==> src/include/vism_pkg.sv <==
`default_nettype none
package vism_pkg;

  // Flag bytes packed four to a word, byte k at bits 8k+7..8k
  localparam int unsigned FLAG_W = 32;
  localparam int unsigned POS_W = 5;
  localparam int unsigned VEC_W = 16;
  localparam int unsigned PIN_N = 9;

  // Bit positions of each source inside the packed flag word
  localparam int unsigned POS_LVI = 0;
  localparam int unsigned POS_EXT0 = 1;
  localparam int unsigned POS_SERB_ERR = 7;
  localparam int unsigned POS_SERB_RX = 8;
  localparam int unsigned POS_SERB_TX = 9;
  localparam int unsigned POS_SHARED = 10;
  localparam int unsigned POS_TMH_SECOND = 11;
  localparam int unsigned POS_TMH_FIRST = 12;
  localparam int unsigned POS_T8A = 13;
  localparam int unsigned POS_T16A = 14;
  localparam int unsigned POS_T16B = 15;
  localparam int unsigned POS_CONV = 16;
  localparam int unsigned POS_SERA_RX = 17;
  localparam int unsigned POS_T8B = 19;
  localparam int unsigned POS_TWO_WIRE = 24;

  // Implemented flag bits; all others read as zero in request bytes
  localparam logic [31:0] FLAG_MAP = 32'h010B_FFFF;

  // Reset values of the flag groups
  localparam logic [31:0] REQ_RESET = 32'h0000_0000;
  localparam logic [31:0] MASK_RESET = 32'hFFFF_FFFF;
  localparam logic [31:0] PRIO_RESET = 32'hFFFF_FFFF;

  // Mode-select bit inside the low-voltage control byte
  localparam int unsigned LVI_MODE_BIT = 1;

  // Pin synchroniser lanes: six external pins, two capture pins, reset
  localparam int unsigned PIN_CAP_A = 6;
  localparam int unsigned PIN_CAP_B = 7;
  localparam int unsigned PIN_RESET = 8;
  localparam logic [8:0] PIN_IDLE = 9'h100;

  // Fixed vectors outside the maskable table
  localparam logic [15:0] VEC_RESET = 16'h0000;
  localparam logic [15:0] VEC_BREAK = 16'h003E;

  // Which flag group a software write addresses
  typedef enum logic [1:0] {
    VISM_TGT_REQ = 2'b00,
    VISM_TGT_MASK = 2'b01,
    VISM_TGT_PRIO = 2'b10,
    VISM_TGT_NONE = 2'b11
  } vism_target_t;

  // Vector table address of the source at a flag position
  function automatic logic [15:0] vector_of(input logic [4:0] pos);
    logic [15:0] v;
    v = VEC_RESET;
    unique case (pos)
      5'h00: v = 16'h0004;
      5'h01: v = 16'h0006;
      5'h02: v = 16'h0008;
      5'h03: v = 16'h000A;
      5'h04: v = 16'h000C;
      5'h05: v = 16'h000E;
      5'h06: v = 16'h0010;
      5'h07: v = 16'h0012;
      5'h08: v = 16'h0014;
      5'h09: v = 16'h0016;
      5'h0A: v = 16'h0018;
      5'h0B: v = 16'h001A;
      5'h0C: v = 16'h001C;
      5'h0D: v = 16'h001E;
      5'h0E: v = 16'h0020;
      5'h0F: v = 16'h0022;
      5'h10: v = 16'h0024;
      5'h11: v = 16'h0026;
      5'h13: v = 16'h002A;
      5'h18: v = 16'h0034;
      default: v = VEC_RESET;
    endcase
    return v;
  endfunction

endpackage
`default_nettype wire

==> src/logic/vism_pick.sv <==
`timescale 1ns/100ps
`default_nettype none
// Fixed-rank selector: high group first, then lowest flag position
module vism_pick (
  input wire logic [31:0] pending,
  input wire logic [31:0] high_group,
  output logic found,
  output logic [4:0] pos,
  output logic is_high
);

  // Requests of the high group that are pending
  logic [31:0] hi_pending;
  // Candidate set after group choice
  logic [31:0] pool;

  assign hi_pending = pending & high_group;

  // Group choice before rank choice
  always_comb begin
    pool = (|hi_pending) ? hi_pending : pending;
    is_high = |hi_pending;
  end

  // Descending scan, so the last hit is the lowest rank
  always_comb begin
    found = 1'h0;
    pos = 5'h00;
    for (int i = 31; i >= 0; i--) begin
      if (pool[i]) begin
        found = 1'h1;
        pos = 5'(i);
      end
    end
  end

endmodule
`default_nettype wire

==> src/logic/vism_source_map.sv <==
`timescale 1ns/100ps
`default_nettype none
// Maskable source gathering, flag groups and vector selection
module vism_source_map (
  input wire logic sys_clk,
  input wire logic rst,
  // External edge pins, asynchronous
  input wire logic [5:0] ext_pin,
  input wire logic capture_pin_a,
  input wire logic capture_pin_b,
  input wire logic reset_pin_n,
  // Edge enables for the external pins
  input wire logic [7:0] rising_edge_enable_reg,
  input wire logic [7:0] falling_edge_enable_reg,
  // Valid-edge choice for capture pins, bit 0 pin a, bit 1 pin b
  input wire logic [1:0] capture_rise_en,
  input wire logic [1:0] capture_fall_en,
  // Low-voltage detection and other reset causes
  input wire logic low_voltage_detect,
  input wire logic [7:0] low_voltage_control_reg,
  input wire logic power_on_clear,
  input wire logic watchdog_overflow,
  // Peripheral event pulses, same clock
  input wire logic async_serial_b_error_irq,
  input wire logic async_serial_b_receive_irq,
  input wire logic async_serial_b_transmit_irq,
  input wire logic clocked_serial_done_irq,
  input wire logic async_serial_a_transmit_irq,
  input wire logic timer_h_second_match_irq,
  input wire logic timer_h_first_match_irq,
  input wire logic timer8_a_match_irq,
  input wire logic timer16_compare_a,
  input wire logic timer16_compare_b,
  input wire logic timer16_capture_mode_a,
  input wire logic timer16_capture_mode_b,
  input wire logic conversion_end_irq,
  input wire logic async_serial_a_receive_irq,
  input wire logic timer8_b_match_irq,
  input wire logic timer8_b_carrier_mode,
  input wire logic carrier_output_signal,
  input wire logic two_wire_done_irq,
  // Software bit write into one flag byte
  input wire logic sw_wr_en,
  input wire logic [1:0] sw_wr_target,
  input wire logic [1:0] sw_wr_byte,
  input wire logic [7:0] sw_wr_mask,
  input wire logic [7:0] sw_wr_data,
  // Flag readback, four bytes each
  output logic [31:0] request_flag_rd,
  output logic [31:0] mask_flag_rd,
  output logic [31:0] priority_flag_rd,
  // Core side
  input wire logic interrupt_enable,
  input wire logic servicing_low,
  input wire logic servicing_high,
  input wire logic irq_ack,
  output logic irq_request,
  output logic [15:0] irq_vector,
  output logic irq_high_group,
  output logic standby_release,
  output logic reset_request,
  output logic lvi_reset_request
);

  // Raw pin lanes in synchroniser order
  logic [8:0] pin_raw;
  // Three-stage synchroniser and debounced level
  logic [8:0] pin_s1_q;
  logic [8:0] pin_s2_q;
  logic [8:0] pin_s3_q;
  logic [8:0] pin_lvl_q;
  // Qualified edges per lane
  logic [8:0] pin_rise;
  logic [8:0] pin_fall;
  // Per-lane edge enables
  logic [7:0] rise_en;
  logic [7:0] fall_en;
  // Valid edges on the eight edge lanes
  logic [7:0] pin_edge;

  // Hardware set pulses at flag positions
  logic [31:0] hw_set;
  // Flag groups
  logic [31:0] req_q;
  logic [31:0] req_d;
  logic [31:0] mask_q;
  logic [31:0] prio_q;
  // Software write lanes and values spread over the word
  logic [31:0] wr_sel;
  logic [31:0] wr_val;
  logic wr_req;
  logic wr_mask;
  logic wr_prio;
  // Acknowledge clear, one-hot at the presented source
  logic [31:0] ack_clr;

  // Selection
  logic [31:0] unmasked;
  logic [31:0] allowed;
  logic pick_found;
  logic [4:0] pick_pos;
  logic pick_high;

  // Presented request, all from flops
  logic irq_valid_q;
  logic [4:0] irq_pos_q;
  logic [15:0] irq_vector_q;
  logic irq_high_q;
  logic standby_q;
  logic reset_req_q;
  logic lvi_reset_q;

  // Low-voltage mode-select bit
  logic lvi_mode;

  assign pin_raw = {reset_pin_n, capture_pin_b, capture_pin_a, ext_pin};
  assign rise_en = {capture_rise_en, rising_edge_enable_reg[5:0]};
  assign fall_en = {capture_fall_en, falling_edge_enable_reg[5:0]};
  assign lvi_mode = low_voltage_control_reg[vism_pkg::LVI_MODE_BIT];

  // Pin synchronisers: a change counts once stages two and three agree
  genvar gi;
  generate
    for (gi = 0; gi < vism_pkg::PIN_N; gi++) begin : g_pin
      // Shift through three stages, idle level under reset
      always_ff @(posedge sys_clk) begin
        if (rst) begin
          pin_s1_q[gi] <= vism_pkg::PIN_IDLE[gi];
          pin_s2_q[gi] <= vism_pkg::PIN_IDLE[gi];
          pin_s3_q[gi] <= vism_pkg::PIN_IDLE[gi];
        end else begin
          pin_s1_q[gi] <= pin_raw[gi];
          pin_s2_q[gi] <= pin_s1_q[gi];
          pin_s3_q[gi] <= pin_s2_q[gi];
        end
      end
      // Accepted level moves only on agreement
      always_ff @(posedge sys_clk) begin
        if (rst) begin
          pin_lvl_q[gi] <= vism_pkg::PIN_IDLE[gi];
        end else if (pin_s2_q[gi] == pin_s3_q[gi]) begin
          pin_lvl_q[gi] <= pin_s3_q[gi];
        end
      end
      // Edge is one cycle, at the agreement that changes the level
      assign pin_rise[gi] = (pin_s2_q[gi] == pin_s3_q[gi]) &&
                            pin_s3_q[gi] && !pin_lvl_q[gi];
      assign pin_fall[gi] = (pin_s2_q[gi] == pin_s3_q[gi]) &&
                            !pin_s3_q[gi] && pin_lvl_q[gi];
    end
    // Edge lanes honour their own enables
    for (gi = 0; gi < 8; gi++) begin : g_edge
      assign pin_edge[gi] = (pin_rise[gi] && rise_en[gi]) ||
                            (pin_fall[gi] && fall_en[gi]);
    end
  endgenerate

  // Source events mapped to flag positions; rank equals position order
  always_comb begin
    hw_set = 32'h0000_0000;
    // Only an interrupt while mode-select is clear
    hw_set[vism_pkg::POS_LVI] = low_voltage_detect && !lvi_mode;
    for (int i = 0; i < 6; i++) begin
      hw_set[vism_pkg::POS_EXT0 + i] = pin_edge[i];
    end
    hw_set[vism_pkg::POS_SERB_ERR] = async_serial_b_error_irq;
    hw_set[vism_pkg::POS_SERB_RX] = async_serial_b_receive_irq;
    hw_set[vism_pkg::POS_SERB_TX] = async_serial_b_transmit_irq;
    // Either serial end sets the one shared flag
    hw_set[vism_pkg::POS_SHARED] = clocked_serial_done_irq ||
                                   async_serial_a_transmit_irq;
    hw_set[vism_pkg::POS_TMH_SECOND] = timer_h_second_match_irq;
    hw_set[vism_pkg::POS_TMH_FIRST] = timer_h_first_match_irq;
    hw_set[vism_pkg::POS_T8A] = timer8_a_match_irq;
    // Capture mode takes the opposite pin's valid edge
    hw_set[vism_pkg::POS_T16A] = timer16_capture_mode_a ?
      pin_edge[vism_pkg::PIN_CAP_B] : timer16_compare_a;
    hw_set[vism_pkg::POS_T16B] = timer16_capture_mode_b ?
      pin_edge[vism_pkg::PIN_CAP_A] : timer16_compare_b;
    hw_set[vism_pkg::POS_CONV] = conversion_end_irq;
    hw_set[vism_pkg::POS_SERA_RX] = async_serial_a_receive_irq;
    // Carrier mode times the request to the carrier output signal
    hw_set[vism_pkg::POS_T8B] = timer8_b_carrier_mode ?
      carrier_output_signal : timer8_b_match_irq;
    hw_set[vism_pkg::POS_TWO_WIRE] = two_wire_done_irq;
  end

  // Software write lanes: one byte, bit mask picks the bits touched
  always_comb begin
    wr_sel = 32'({24'h00_0000, sw_wr_mask} << {sw_wr_byte, 3'h0});
    wr_val = 32'({24'h00_0000, sw_wr_data} << {sw_wr_byte, 3'h0});
    wr_req = sw_wr_en &&
      (sw_wr_target == vism_pkg::VISM_TGT_REQ);
    wr_mask = sw_wr_en && (sw_wr_target == vism_pkg::VISM_TGT_MASK);
    wr_prio = sw_wr_en && (sw_wr_target == vism_pkg::VISM_TGT_PRIO);
  end

  // Clear only the source the core actually saw
  always_comb begin
    ack_clr = 32'h0000_0000;
    if (irq_ack && irq_valid_q) begin
      ack_clr[irq_pos_q] = 1'h1;
    end
  end

  // Request flags: a hardware set wins over any clear in the same cycle
  always_comb begin
    req_d = req_q;
    if (wr_req) begin
      req_d = (req_d & ~wr_sel) | (wr_val & wr_sel);
    end
    req_d = req_d & ~ack_clr;
    req_d = (req_d | hw_set) & vism_pkg::FLAG_MAP;
  end

  // Request flag group, cleared by reset
  always_ff @(posedge sys_clk) begin
    if (rst) begin
      req_q <= vism_pkg::REQ_RESET;
    end else begin
      req_q <= req_d;
    end
  end

  // Mask flag group: every source starts disabled
  always_ff @(posedge sys_clk) begin
    if (rst) begin
      mask_q <= vism_pkg::MASK_RESET;
    end else if (wr_mask) begin
      mask_q <= (mask_q & ~wr_sel) | (wr_val & wr_sel);
    end
  end

  // Priority flag group: zero puts a source in the high group
  always_ff @(posedge sys_clk) begin
    if (rst) begin
      prio_q <= vism_pkg::PRIO_RESET;
    end else if (wr_prio) begin
      prio_q <= (prio_q & ~wr_sel) | (wr_val & wr_sel);
    end
  end

  // Eligibility; an acked source is kept out so it is not offered twice
  always_comb begin
    // Shared serial sources live behind one mask bit
    unmasked = req_q & ~mask_q & vism_pkg::FLAG_MAP & ~ack_clr;
    allowed = 32'h0000_0000;
    if (interrupt_enable && !servicing_high) begin
      if (servicing_low) begin
        // Only the high group may nest into low-group service
        allowed = unmasked & ~prio_q;
      end else begin
        allowed = unmasked;
      end
    end
  end

  // Fixed-rank selector
  vism_pick u_pick (
    .pending(allowed),
    .high_group(~prio_q),
    .found(pick_found),
    .pos(pick_pos),
    .is_high(pick_high)
  );

  // Presented request registered each cycle
  always_ff @(posedge sys_clk) begin
    if (rst) begin
      irq_valid_q <= 1'h0;
      irq_pos_q <= 5'h00;
      irq_vector_q <= vism_pkg::VEC_RESET;
      irq_high_q <= 1'h0;
    end else begin
      irq_valid_q <= pick_found;
      irq_pos_q <= pick_pos;
      irq_vector_q <= vism_pkg::vector_of(pick_pos);
      irq_high_q <= pick_high;
    end
  end

  // Wakeup from standby on any unmasked pending flag, ignores enable
  always_ff @(posedge sys_clk) begin
    if (rst) begin
      standby_q <= 1'h0;
    end else begin
      standby_q <= |unmasked;
    end
  end

  // Reset causes; low voltage joins them only with mode-select set
  always_ff @(posedge sys_clk) begin
    if (rst) begin
      reset_req_q <= 1'h0;
      lvi_reset_q <= 1'h0;
    end else begin
      lvi_reset_q <= low_voltage_detect && lvi_mode;
      reset_req_q <= !pin_lvl_q[vism_pkg::PIN_RESET] || power_on_clear ||
                     watchdog_overflow ||
                     (low_voltage_detect && lvi_mode);
    end
  end

  // Readback; request bytes show zero at unimplemented bits
  assign request_flag_rd = req_q;
  assign mask_flag_rd = mask_q;
  assign priority_flag_rd = prio_q;
  assign irq_request = irq_valid_q;
  assign irq_vector = irq_vector_q;
  assign irq_high_group = irq_high_q;
  assign standby_release = standby_q;
  assign reset_request = reset_req_q;
  assign lvi_reset_request = lvi_reset_q;

endmodule
`default_nettype wire

==> config.mk <==
export PLATFORM = sky130hd
export DESIGN_NAME = vism_source_map
export DESIGN_NICKNAME = d
export VERILOG_FILES = /design/src/include/vism_pkg.sv /design/src/logic/vism_pick.sv /design/src/logic/vism_source_map.sv
export SDC_FILE = /design/constraint.sdc
export NUM_CORES = 1
export LEC_CHECK = 0
export ABC_CLOCK_PERIOD_IN_PS = 3700
export BUFFER_PORTS_ARGS = -buffer_cell sky130_fd_sc_hd__buf_2
export CAP_MARGIN = 20
export CORE_ASPECT_RATIO = 1.5
export CORE_UTILIZATION = 25
export CTS_BUF_LIST = sky130_fd_sc_hd__clkbuf_8
export DETAILED_ROUTE_END_ITERATION = 16
export GPL_ROUTABILITY_DRIVEN = 0
export PLACE_DENSITY = 0.47
export SYNTH_ARGS = -nofsm -noshare
export SYNTH_HDL_FRONTEND = slang
export SYNTH_SLANG_ARGS = --single-unit
==> constraint.sdc <==
create_clock -name sys_clk -period 3.7 [get_ports sys_clk]
set_input_delay 0.185 -clock sys_clk [delete_from_list [all_inputs] [get_ports sys_clk]]
set_output_delay 0.185 -clock sys_clk [all_outputs]
set_load 0.02 [all_outputs]
==> flow_summary.yaml <==
routing:
  ant_nets: 0
  vias_per_cell: 4.96
  drc_errors: 0
  wl_per_cell_um: 19.1
  initialDrtViolationCount: 377
  routed_wl_mm: 27.2
  num_vias: 7041
  first_pass_iters: 5
die:
  die_y_um: 208
  core_area_sq_um: 27900
  die_area_sq_um: 29000
  io_pins: 202
  die_x_um: 139
  start_util: 0.254
  rows: 75
synthesis:
  synth_top_flop_cell: "dfxtp_1"
  synth_compound_area_frac: 0.223
  synth_cell_type_count: 83
  synth_edf_count: 0
  yosys_warnings: 0
  netlist_area_sq_um: 7070
  synth-simple-area-share: 0.244
  synthArstFlopShare: 0
  synth_seq_area_share: 0.383
  syn_inst: 850
  synth-adder-area-share: 0.0336
  synthMuxAreaShare: 0.0400
  synth_xor_area_frac: 0
  ys_ff_latch: 135
  synth_top_family_by_area: "simple AND/OR/NAND/NOR gates"
  syn_avg_cell_area_sq_um: 8.31
grt:
  grt_pass1_vias: 6932
  grt_first_pass_wirelength_mm: 40.8
  grt.total_usage: 0.188
  grt_max_degree: 65
  antenna_found_initial: 1
  gr-total-overflow: 0
timing:
  hold_viol_final: 0
  fmax_mhz: 285
  tightest_slew_ps: 819
  setup_ws_ps: 195
  setup_viol: 0
  relSlewSlack: 0.452
  final.period_utilization: 0.947
  fin_crit_ps: 3510
  timing.final.max_slew_violations: 0
  skew_ps: 12.4
cells_and_area:
  num-nets-final: 1166
  fin_cells: 1419
  drive_gt1_frac: 0.271
  syn2layout_area_growth_pct: 28.1
worst_setup_path:
  critPathLaunchType: "register"
  critPathSlowestCell: "o32ai_4"
  crit_path_end_kind: "register"
  worstPathArrival_ps: 3860
  path_class: "reg2reg"
  cp.required_ps: 4050
  crit_fanout: 9
  r2r-end: "irq_vector[4]"
  timing.rr.start: "irq_pos_q[0]"
  timing.reg2reg.setup_slack_ps: 190
  timing.critical_path.mode_cell: "buf_4"
  path_cells: "nand4bb_1 -> buf_4 -> buf_4 -> o21ai_1 -> buf_4 -> o32ai_4 -> or3_1 -> nor2_4 -> a211o_1 -> nor2b_1 -> o41ai_2 -> inv_1 -> ha_1 -> and3_1 -> a41oi_1 -> a21bo_1"
  cp_slowest_stage_delay_ps: 420
  r2r_cells: 16
clock_network:
  cts_tree: "done"
  cts_root_buf: "clkbuf_8"
  worstSkewPairLatency_ps: 460
  clk_path_buf_depth: 2
  cts_buffers: 17
  cts.sinks: 135
  htree_levels: 4
  clk_pin_slew_ps: 80
pwr:
  power.leakage_nw: 3.95
  power.density_nw_per_um2: 345
  peakVddDrop_uv: 228
min_path:
  min_path_cells: 3
  hold_path_class: "in2reg"
  hold_path_startpoint: "low_voltage_control_reg[1]"
  hold_end: "lvi_reset_request"
placed_design:
  port_buffers: 167
  place_hpwl_mm: 20.9
  dp_cells: 1356
  pre_cts_ws_ps: 13.6
flow_run:
  maxCapViolCount: 0
outcome:
  status: "finished clean"
-- final cells by class --
cell class	count	area [sq um]
inverters	35	131
flip-flops and latches	135	2710
clock inverters	10	118
multi-input cells	632	3940
repair buffers	241	1450
fillers	2949	18800
well taps	346	433
clock buffers	19	262
diodes	1	2.50
-- critical path: cells and delay by family, from the launching register on --
kind | cells | cell delay [ps]
buffers and inverters | 4 | 630
DFF | 1 | 390
adders and majority gates | 1 | 210
AOI/OAI and AO/OA | 6 | 1430
and+or+nand+nor | 5 | 730
-- report_power, final --
part	internal, W	switching (W)
Combinational	0.000127	0.000234
Clock	0.000675	0.000561
Sequential	0.00149	0.0000318
Total	0.00229	0.000827
-- cells in the mapped netlist, drive strengths merged (4+ instances only) --
master	instances	area (sq um)
or3b	5	43.8
o31ai	9	67.6
o211ai	50	380
nor4b	6	52.6
nor3b	6	50.1
dfxtp	135	2700
and2	4	26.3
a31oi	10	68.8
nand2b	13	81.3
nand4	9	56.3
nor2	57	216
or3	6	38.8
a21oi	38	190
o21ai	71	355
nand3b	5	37.5
nor2b	37	231
mux2	10	113
and2b	4	35.0
nand3	35	175
clkbuf	41	170
mux2i	17	170
ha	19	238
o2111ai	5	50.0
o311ai	17	149
inv	35	131
nor3	8	51.3
buf	28	229
nand2	112	428
or2	7	43.8
-- kinds of logic after synthesis --
kind of cell / after synthesis
simple gates: 331
compound gates: 232
flops: 135
buf+inv: 105
mux: 27
fa+ha+maj: 19
other cells: 1
-- metrics by stage --
step / setup TNS [ps] / power [W] / hold WS [ps] / util / area [sq um]
finish: 0 / 0.00312 / 18.0 / 0.325 / 9050
global route: -9.65 / 0.00324 / 15.2 / 0.325 / 9050
floorplan: 0 / 0.00177 / 289 / - / 7150
global placement: 0 / 0.00190 / 373 / 0.298 / 8320
CTS: 0 / 0.00316 / 0.154 / 0.321 / 8940
detailed placement: 0 / 0.00190 / 375 / 0.298 / 8320
-- routing by layer --
metal	vias up	global-route usage	part of all wire
met5	-	0	0
met4	0	0.103	0.045
met3	58	0.0299	0.036
met2	200	0.346	0.53
met1	3361	0.202	0.39
li1	3422	-	-
-- layout by cell type, fill, tap and decap left out, types with 10 or more instances in the layout --
| cell | instances |
|---|---|
| dfxtp_1 | 133 |
| o21ai_0 | 65 |
| mux2_2 | 10 |
| nand2_1 | 111 |
| conb_1 | 23 |
| dlygate4sd3_1 | 24 |
| a21oi_1 | 38 |
| nand3_1 | 35 |
| nor2_1 | 56 |
| buf_2 | 167 |
| nor2b_1 | 37 |
| buf_4 | 50 |
| mux2i_1 | 17 |
| o311ai_0 | 17 |
| nand2b_1 | 13 |
| inv_1 | 40 |
| ha_1 | 19 |
| o211ai_1 | 49 |
| clkbuf_8 | 19 |
-- how the worst max path moves through the flow --
stage | startpoint | end | slack (ps) | cells after the start
floorplan | irq_request | irq_vector[4] | 140 | 14
global placement | irq_pos_q[3] | irq_vector[4] | 110 | 13
detailed placement | irq_pos_q[3] | irq_vector[4] | 10 | 12
CTS | irq_request | irq_vector[4] | 30 | 13
global route | irq_request | irq_vector[4] | -10 | 15
finish | irq_pos_q[0] | irq_vector[4] | 190 | 16
-- what timing repair did --
item / 4_1_cts / 5_1_grt
pin swaps: 1 / 10
gates resized for setup: 1 / 10
hold endpoints to repair: 22 / 0
hold buffers: 24 / 0
setup buffers: 0 / 9
endpoints found under the setup margin: 1 / 4
Power figures use the tool's default switching activity.
